## src/common/plor_defines.svh

```systemverilog
// Offsets, field positions, reset values and timing counts of the indicator
// override and transceiver control block.
// Assumes a 20 MHz APB clock and 32-bit APB data.
`ifndef PLOR_DEFINES_SVH
`define PLOR_DEFINES_SVH

// ****************************************************************
// Register indices; the byte address is four times the index.
// ****************************************************************
`define PLOR_IDX_INDICATOR_OVERRIDE 8'h18
`define PLOR_IDX_TRANSCEIVER_CONTROL 8'h19
`define PLOR_IDX_INT_STATUS 8'h20
`define PLOR_IDX_INT_MASK 8'h21
`define PLOR_ADDR_W 10

// ****************************************************************
// Indicator override fields.
// ****************************************************************
`define PLOR_OVR_SPEED_EN 5
`define PLOR_OVR_LINK_EN 4
`define PLOR_OVR_ACT_EN 3
`define PLOR_OVR_SPEED_VAL 2
`define PLOR_OVR_LINK_VAL 1
`define PLOR_OVR_ACT_VAL 0
`define PLOR_OVR_W 6
`define PLOR_OVR_RESET 6'h00

// ****************************************************************
// Transceiver control fields.
// ****************************************************************
`define PLOR_TC_AUTO_XOVER 15
`define PLOR_TC_XOVER_FORCE 14
`define PLOR_TC_PAUSE_RX 13
`define PLOR_TC_PAUSE_TX 12
`define PLOR_TC_ERR_INJECT 11
`define PLOR_TC_LONG_SEQ 10
`define PLOR_TC_PASS 9
`define PLOR_TC_RUN 8
`define PLOR_TC_STRETCH_BYP 7

// Pause field positions inside the two-bit advertisement slice.
`define PLOR_ADV_PAUSE 0
`define PLOR_ADV_ASYM 1

// ****************************************************************
// Interrupt status and mask fields.
// ****************************************************************
`define PLOR_INT_W 2
`define PLOR_INT_SELFTEST_FAIL 0
`define PLOR_INT_PAUSE_CHANGE 1
`define PLOR_INT_RESET 2'h0

// ****************************************************************
// Timing.
// ****************************************************************
`define PLOR_CLK_PERIOD_NS 50
`define PLOR_STRETCH_TIME_NS 1000
`define PLOR_STRETCH_CYCLES \
  ((`PLOR_STRETCH_TIME_NS + `PLOR_CLK_PERIOD_NS - 1) / `PLOR_CLK_PERIOD_NS)
`define PLOR_STRETCH_W 5

`endif

```

## src/common/plor_pkg.sv

```systemverilog
// Types shared by the indicator override and transceiver control block.
// Assumes plor_defines.svh is on the include path.
package plor_pkg;

  // Three indicator lines travel together.
  typedef struct packed {
    logic speed;
    logic link;
    logic activity;
  } plor_ind_s;

  // Pause resolution result.
  typedef struct packed {
    logic rx;
    logic tx;
  } plor_pause_s;

  // Self-test controls handed to the self-test engine.
  typedef struct packed {
    logic run;
    logic long_seq;
    logic error_inject;
  } plor_selftest_s;

endpackage

```

## src/rtl/plor_top.sv

```systemverilog
// APB register bank for indicator override and transceiver control.
// Assumes all inputs are synchronous to pclk and the engines are outside.
//
// Local design decision: the APB slave port.
`timescale 1ns/1ps
`include "plor_defines.svh"

// What this block does
// - Bits 15 to 6 of the indicator override register ignore writes and read as zero.
// - With override bit 5 set the speed indicator shows stored bit 2, else its normal source.
// - With override bit 4 set the link indicator shows stored bit 1, else its normal source.
// - With override bit 3 set the activity indicator shows stored bit 0, else its normal source.
// - Reading the override register returns stored bits, never the live pin levels.
// - Control bit 15 enables automatic crossover and resets to the strap value.
// - Control bit 14 forces the media pairs crossed.
// - Read-only bit 13 reports pause receive from both pause advertisements.
// - Read-only bit 12 reports pause transmit from both pause advertisements.
// - Pause bits are set only for a full duplex common mode, per the pause resolution table.
// - Writing one to bit 11 injects exactly one self-test error and the bit clears itself.
// - Self test runs while bit 8 is one; bit 10 picks the long sequence when one.
// - Bit 9 reads one for pass, a fail is latched and clears only when self test stops.
// - Bit 7 bypasses indicator pulse stretching.
module plor_top (
  input wire logic pclk,
  input wire logic presetn,
  input wire logic psel,
  input wire logic penable,
  input wire logic pwrite,
  input wire logic [31:0] paddr,
  input wire logic [31:0] pwdata,
  output logic [31:0] prdata,
  output logic pready,
  output logic pslverr,
  input wire plor_pkg::plor_ind_s indicator_status,
  output plor_pkg::plor_ind_s indicator_pins,
  input wire logic auto_crossover_strap,
  output logic auto_crossover_enable,
  output logic crossover_force,
  input wire logic [1:0] local_adv_pause,
  input wire logic [1:0] partner_pause,
  input wire logic hcd_full_duplex,
  output plor_pkg::plor_pause_s pause_result,
  output plor_pkg::plor_selftest_s selftest_ctrl,
  input wire logic selftest_error,
  output logic irq
);

  // ****************************************************************
  // Bus decode.
  // ****************************************************************
  logic access;
  logic wr_commit;
  logic [7:0] idx;
  logic sel_ovr;
  logic sel_tc;
  logic sel_ist;
  logic sel_imk;
  logic mapped;

  assign access = psel & penable;
  assign wr_commit = access & pready & pwrite;
  assign idx = paddr[`PLOR_ADDR_W-1:2];
  assign sel_ovr = (paddr[1:0] == 2'h0) && (idx == `PLOR_IDX_INDICATOR_OVERRIDE);
  assign sel_tc = (paddr[1:0] == 2'h0) && (idx == `PLOR_IDX_TRANSCEIVER_CONTROL);
  assign sel_ist = (paddr[1:0] == 2'h0) && (idx == `PLOR_IDX_INT_STATUS);
  assign sel_imk = (paddr[1:0] == 2'h0) && (idx == `PLOR_IDX_INT_MASK);
  assign mapped = (paddr[31:`PLOR_ADDR_W] == '0) && (sel_ovr | sel_tc | sel_ist | sel_imk);

  // ****************************************************************
  // Stored register state.
  // ****************************************************************
  logic [`PLOR_OVR_W-1:0] ovr_reg;
  logic auto_xover_reg;
  logic strap_taken_reg;
  logic xover_force_reg;
  logic inject_reg;
  logic long_seq_reg;
  logic run_reg;
  logic bypass_reg;
  logic fail_reg;
  plor_pkg::plor_pause_s pause_reg;
  plor_pkg::plor_pause_s pause_next;
  logic [`PLOR_INT_W-1:0] int_status_reg;
  logic [`PLOR_INT_W-1:0] int_mask_reg;
  logic [`PLOR_INT_W-1:0] int_event;

  // Only the low six bits are stored; the rest of the word is dropped.
  always_ff @(posedge pclk or negedge presetn) begin
    if (!presetn) begin
      ovr_reg <= `PLOR_OVR_RESET;
    end else if (wr_commit && sel_ovr) begin
      ovr_reg <= pwdata[`PLOR_OVR_W-1:0];
    end
  end

  // The strap is caught at the first edge after reset release.
  always_ff @(posedge pclk or negedge presetn) begin
    if (!presetn) begin
      auto_xover_reg <= 1'b0;
      strap_taken_reg <= 1'b0;
    end else if (!strap_taken_reg) begin
      auto_xover_reg <= auto_crossover_strap;
      strap_taken_reg <= 1'b1;
    end else if (wr_commit && sel_tc) begin
      auto_xover_reg <= pwdata[`PLOR_TC_AUTO_XOVER];
    end
  end

  always_ff @(posedge pclk or negedge presetn) begin
    if (!presetn) begin
      xover_force_reg <= 1'b0;
      long_seq_reg <= 1'b0;
      run_reg <= 1'b0;
      bypass_reg <= 1'b0;
    end else if (wr_commit && sel_tc) begin
      xover_force_reg <= pwdata[`PLOR_TC_XOVER_FORCE];
      long_seq_reg <= pwdata[`PLOR_TC_LONG_SEQ];
      run_reg <= pwdata[`PLOR_TC_RUN];
      bypass_reg <= pwdata[`PLOR_TC_STRETCH_BYP];
    end
  end

  // A written one lives exactly one cycle and then clears itself.
  always_ff @(posedge pclk or negedge presetn) begin
    if (!presetn) begin
      inject_reg <= 1'b0;
    end else begin
      inject_reg <= wr_commit & sel_tc & pwdata[`PLOR_TC_ERR_INJECT];
    end
  end

  // ****************************************************************
  // Self-test pass flag.
  // ****************************************************************
  // A fail seen while running is held until the run bit is cleared.
  always_ff @(posedge pclk or negedge presetn) begin
    if (!presetn) begin
      fail_reg <= 1'b0;
    end else if (!run_reg) begin
      fail_reg <= 1'b0;
    end else if (selftest_error) begin
      fail_reg <= 1'b1;
    end
  end

  // ****************************************************************
  // Pause resolution.
  // ****************************************************************
  always_comb begin
    pause_next = '0;
    if (hcd_full_duplex) begin
      if (local_adv_pause[`PLOR_ADV_PAUSE] && partner_pause[`PLOR_ADV_PAUSE]) begin
        pause_next.rx = 1'b1;
        pause_next.tx = 1'b1;
      end else if (!local_adv_pause[`PLOR_ADV_PAUSE] && local_adv_pause[`PLOR_ADV_ASYM] &&
                   partner_pause[`PLOR_ADV_PAUSE] && partner_pause[`PLOR_ADV_ASYM]) begin
        pause_next.tx = 1'b1;
      end else if (local_adv_pause[`PLOR_ADV_PAUSE] && local_adv_pause[`PLOR_ADV_ASYM] &&
                   !partner_pause[`PLOR_ADV_PAUSE] && partner_pause[`PLOR_ADV_ASYM]) begin
        pause_next.rx = 1'b1;
      end
    end
  end

  always_ff @(posedge pclk or negedge presetn) begin
    if (!presetn) begin
      pause_reg <= '0;
    end else begin
      pause_reg <= pause_next;
    end
  end

  // ****************************************************************
  // Interrupts.
  // ****************************************************************
  assign int_event[`PLOR_INT_SELFTEST_FAIL] = run_reg & selftest_error & ~fail_reg;
  assign int_event[`PLOR_INT_PAUSE_CHANGE] = (pause_next != pause_reg);

  // Writing one clears a bit, but an event in the same cycle wins.
  always_ff @(posedge pclk or negedge presetn) begin
    if (!presetn) begin
      int_status_reg <= `PLOR_INT_RESET;
    end else if (wr_commit && sel_ist) begin
      int_status_reg <= (int_status_reg & ~pwdata[`PLOR_INT_W-1:0]) | int_event;
    end else begin
      int_status_reg <= int_status_reg | int_event;
    end
  end

  always_ff @(posedge pclk or negedge presetn) begin
    if (!presetn) begin
      int_mask_reg <= `PLOR_INT_RESET;
    end else if (wr_commit && sel_imk) begin
      int_mask_reg <= pwdata[`PLOR_INT_W-1:0];
    end
  end

  always_ff @(posedge pclk or negedge presetn) begin
    if (!presetn) begin
      irq <= 1'b0;
    end else begin
      irq <= |(int_status_reg & int_mask_reg);
    end
  end

  // ****************************************************************
  // Indicator stretching and override.
  // ****************************************************************
  logic [2:0] raw_status;
  logic [2:0] stretched;
  logic [2:0] ovr_en;
  logic [2:0] ovr_val;

  assign raw_status = indicator_status;
  assign ovr_en = {ovr_reg[`PLOR_OVR_SPEED_EN], ovr_reg[`PLOR_OVR_LINK_EN],
                   ovr_reg[`PLOR_OVR_ACT_EN]};
  assign ovr_val = {ovr_reg[`PLOR_OVR_SPEED_VAL], ovr_reg[`PLOR_OVR_LINK_VAL],
                    ovr_reg[`PLOR_OVR_ACT_VAL]};

  // Each line is held on for a minimum time after its source drops.
  for (genvar i = 0; i < 3; i++) begin : g_stretch
    logic [`PLOR_STRETCH_W-1:0] cnt_reg;
    always_ff @(posedge pclk or negedge presetn) begin
      if (!presetn) begin
        cnt_reg <= '0;
      end else if (raw_status[i]) begin
        cnt_reg <= `PLOR_STRETCH_W'(`PLOR_STRETCH_CYCLES);
      end else if (cnt_reg != '0) begin
        cnt_reg <= cnt_reg - `PLOR_STRETCH_W'(1);
      end
    end
    assign stretched[i] = bypass_reg ? raw_status[i] : (raw_status[i] | (cnt_reg != '0));
  end

  // Registered pins give a clean switch between override and source.
  always_ff @(posedge pclk or negedge presetn) begin
    if (!presetn) begin
      indicator_pins <= '0;
    end else begin
      indicator_pins.speed <= ovr_en[2] ? ovr_val[2] : stretched[2];
      indicator_pins.link <= ovr_en[1] ? ovr_val[1] : stretched[1];
      indicator_pins.activity <= ovr_en[0] ? ovr_val[0] : stretched[0];
    end
  end

  // ****************************************************************
  // Control outputs.
  // ****************************************************************
  always_ff @(posedge pclk or negedge presetn) begin
    if (!presetn) begin
      auto_crossover_enable <= 1'b0;
      crossover_force <= 1'b0;
      pause_result <= '0;
      selftest_ctrl <= '0;
    end else begin
      auto_crossover_enable <= auto_xover_reg;
      crossover_force <= xover_force_reg;
      pause_result <= pause_reg;
      selftest_ctrl.run <= run_reg;
      selftest_ctrl.long_seq <= long_seq_reg;
      selftest_ctrl.error_inject <= inject_reg;
    end
  end

  // ****************************************************************
  // Read path and bus answer.
  // ****************************************************************
  logic [31:0] rd_word;

  always_comb begin
    rd_word = '0;
    if (sel_ovr) begin
      rd_word[`PLOR_OVR_W-1:0] = ovr_reg;
    end else if (sel_tc) begin
      rd_word[`PLOR_TC_AUTO_XOVER] = auto_xover_reg;
      rd_word[`PLOR_TC_XOVER_FORCE] = xover_force_reg;
      rd_word[`PLOR_TC_PAUSE_RX] = pause_reg.rx;
      rd_word[`PLOR_TC_PAUSE_TX] = pause_reg.tx;
      rd_word[`PLOR_TC_ERR_INJECT] = inject_reg;
      rd_word[`PLOR_TC_LONG_SEQ] = long_seq_reg;
      rd_word[`PLOR_TC_PASS] = run_reg & ~fail_reg;
      rd_word[`PLOR_TC_RUN] = run_reg;
      rd_word[`PLOR_TC_STRETCH_BYP] = bypass_reg;
    end else if (sel_ist) begin
      rd_word[`PLOR_INT_W-1:0] = int_status_reg;
    end else if (sel_imk) begin
      rd_word[`PLOR_INT_W-1:0] = int_mask_reg;
    end
  end

  // One wait state: pready rises in the second access cycle.
  always_ff @(posedge pclk or negedge presetn) begin
    if (!presetn) begin
      pready <= 1'b0;
      pslverr <= 1'b0;
      prdata <= '0;
    end else if (access && !pready) begin
      pready <= 1'b1;
      pslverr <= ~mapped;
      prdata <= (pwrite || !mapped) ? 32'h0000_0000 : rd_word;
    end else begin
      pready <= 1'b0;
      pslverr <= 1'b0;
      prdata <= '0;
    end
  end

endmodule

```

## config.mk

```make
export PLATFORM = sky130hd
export DESIGN_NAME = plor_top
export DESIGN_NICKNAME = d
export VERILOG_FILES = /design/src/common/plor_pkg.sv /design/src/rtl/plor_top.sv
export VERILOG_INCLUDE_DIRS = /design/src /design/src/common
export SDC_FILE = /design/constraint.sdc
export NUM_CORES = 1
export LEC_CHECK = 0
export BUFFER_PORTS_ARGS = -buffer_cell sky130_fd_sc_hd__buf_2
export CAP_MARGIN = 10
export CORE_UTILIZATION = 50
export CTS_BUF_LIST = sky130_fd_sc_hd__clkbuf_2
export CTS_CLUSTER_DIAMETER = 200
export CTS_CLUSTER_SIZE = 16
export DETAILED_ROUTE_END_ITERATION = 8
export MAX_ROUTING_LAYER = met4
export PLACE_DENSITY = 0.83
export SYNTH_ARGS = -nofsm -noshare
export SYNTH_HDL_FRONTEND = slang
export SYNTH_SLANG_ARGS = --single-unit
```

## constraint.sdc

```tcl
create_clock -name pclk -period 1.6 [get_ports pclk]
set_input_delay 0.24 -clock pclk [delete_from_list [all_inputs] [get_ports pclk]]
set_output_delay 0.24 -clock pclk [all_outputs]
set_load 0.05 [all_outputs]
```

==> qor.txt <==
Worst setup SP type: flop
IO Pins: 124
Antenna Nets Post-Route: 0
pins over their slew limit: 0
top post-synthesis cells by area: dfrtp_1, mux2_2, buf_4
placed wire-length estimate: 4.62 mm
Synth area leader: dfrtp_1
status: finished, final reports clean
number of global-route vias before repair: 2,322
highest metal used: met4
Hold Vio Cnt, Final: 0
first-pass GRT wire length: 10.1 mm
H-tree levels: 3
Critical Path RT: 1.97 ns
post-route minimum period: 1.49 ns
crit path kind: reg -> reg
max_cap viols: 0
number of distinct library cells after synthesis: 49
Detailed Route Iter0 Violations: 101
gpl congestion: 0.932
design area: 3860 um2
IO buf count: 86
final worst-path cycle share: 93.0%
Via density: 5.07
Core Util, Final: 68.8%
Clock Path Buffers: 2
initial core utilization: 53.0%
Lkg Pwr: 0.00193 uW
most numerous cell in the Yosys netlist: dfrtp_1
WP data arrival: 1.86 ns
FF+latch count, synth: 63
Ant. Diodes: 0
Congestion Overflow GR: 0
First-pass DRT Iterations: 4
initial antenna violation count: 0
Finished Layout Cells: 472
Max rail drop VDD: 0.462 mV
Yosys warning count: 0
slack of the critical path: 0.113 ns
number of flops mapped to enable cells by yosys: 0
most frequent cells after synthesis: dfrtp_1, nor2_1, nor3_1, nand3_1, buf_4
share of cells above drive strength 1: 38.3%
async set-reset flop share out of synthesis: 100%
All-Layer GR Usage: 21.9%
Area Overhead vs Synth: 29.8%
Die Y: 79.1 um
CTS tree: yes
WL per Instance: 13.1 um
syn_area_per_cell: 11.2 um2
Fin Clk Skew: 0.0250 ns
num rows: 27
placed cell count: 435
Mapped Cells: 265
Pwr Total: 3080 uW
crit path max fanout: 4
R2R setup slack: 0.11 ns
Num CTS Buffers: 9
pwr dens: 798 nW/um2
Post-Place Cell Area: 3530 um2
clock latency on the worst-skew pair: 0.47 ns
sequential share of the synthesized area: 53.0%
routed wl met3: 340 um
Main synth FF type: dfrtp_1
CORE AREA: 5610 um2
Fmax: 0.672 GHz
Root Buffer: clkbuf_2
met2 wire length: 3.16 mm
Die ar.: 6260 um2
nets@finish: 480
clk slew on worst S/H paths: 0.19 ns
Hold Crit Class: in -> reg
Die Wd: 79.1 um
# DRC: 0
Syn Std Cell Area: 2970 um2
clock net sink count: 63
via count: 2,393
largest net degree at the start of global routing: 64
post-synth top area share: 53.0%
met1 WL: 2.58 mm
WL final: 6.20 mm
Place WS: -0.157 ns
Critical Path End Type: flop
Final setup viols: 0
-- metal layers --
| layer | vias to the layer above | global-route usage [%] |
|---|---|---|
| met5 | - | - |
| met4 | 0 | 9.64 |
| met3 | 14 | 5.17 |
| met2 | 81 | 36.0 |
| met1 | 1122 | 25.5 |
| li1 | 1176 | - |
-- final cells by class --
type | count | area [um2]
multi-input combinational | 179 | 1250
inverter | 16 | 60.1
clock buffer | 9 | 45.0
timing repair buffer | 126 | 788
tap | 72 | 90.1
fill | 431 | 1750
sequential | 63 | 1580
clock inverter | 7 | 50.0
-- worst max-delay path: stages (launching register included) --
cell and delay (ns):
dfrtp_1 0.43, inv_2 0.09, ha_2 0.19, nor4b_4 0.30, buf_4 0.19, nor2_1 0.04, a21oi_1 0.11, nor2_1 0.05
-- worst paths after layout --
kind,depth (start not counted),from,to
setup / recovery,7,g_stretch[2].cnt_reg[0]$_DFFE_PN0P_,g_stretch[2].cnt_reg[1]$_DFFE_PN0P_
hold / removal,2,pwdata[0],ovr_reg[0]$_DFFE_PN0P_
setup reg to reg,7,g_stretch[2].cnt_reg[0]$_DFFE_PN0P_,g_stretch[2].cnt_reg[1]$_DFFE_PN0P_
max in group asynchronous,3,presetn,pready$_DFF_PN0_
min in group asynchronous,3,presetn,run_reg$_DFFE_PN0P_
hold reg to reg,0,long_seq_reg$_DFFE_PN0P_,selftest_ctrl[1]$_DFF_PN0_
-- cell usage in the layout (no fill, tap or decap), drive strengths merged, types with 9 or more instances in the layout --
cell type,count
nand3,18
buf,108
dfrtp,63
a21oi,11
nor3,22
clkbuf,9
mux2,12
dlygate4sd3,18
conb,18
inv,16
nor2,24
-- cell families after synthesis --
kind of cell    after synthesis  synth area share, %
fa+ha+maj                     6                 2.52
simple gates                105                 22.2
buf+inv                      39                 7.99
flops                        63                 53.0
xor+xnor                      6                 1.77
compound gates               32                 7.70
mux                          12                 4.54
other cells                   2                0.253
-- report_power, final --
group          internal [uW]  switching [uW]
sequential              1660            74.0
clock                    203             586
combinational            229             328
-- stage by stage --
stage,TNS [ns],hold WS (ns)
6_report,0,0.0392
5_1_grt,-0.00636,0.00446
4_1_cts,0,0.0000699
3_5_place_dp,-1.01,0.273
3_3_place_gp,-0.421,0.272
2_1_floorplan,0,-0.0556
-- what timing repair did --
| action | in CTS | in global routing |
|---|---|---|
| buffers inserted | 0 | 3 |
| endpoints found under the hold margin | 84 | 2 |
| gates resized for setup | 2 | 4 |
| setup endpoints to repair | 2 | 9 |
| pin swaps | 0 | 0 |
| hold buffers | 15 | 3 |
Note: power is estimated with default switching activity, not from simulation.
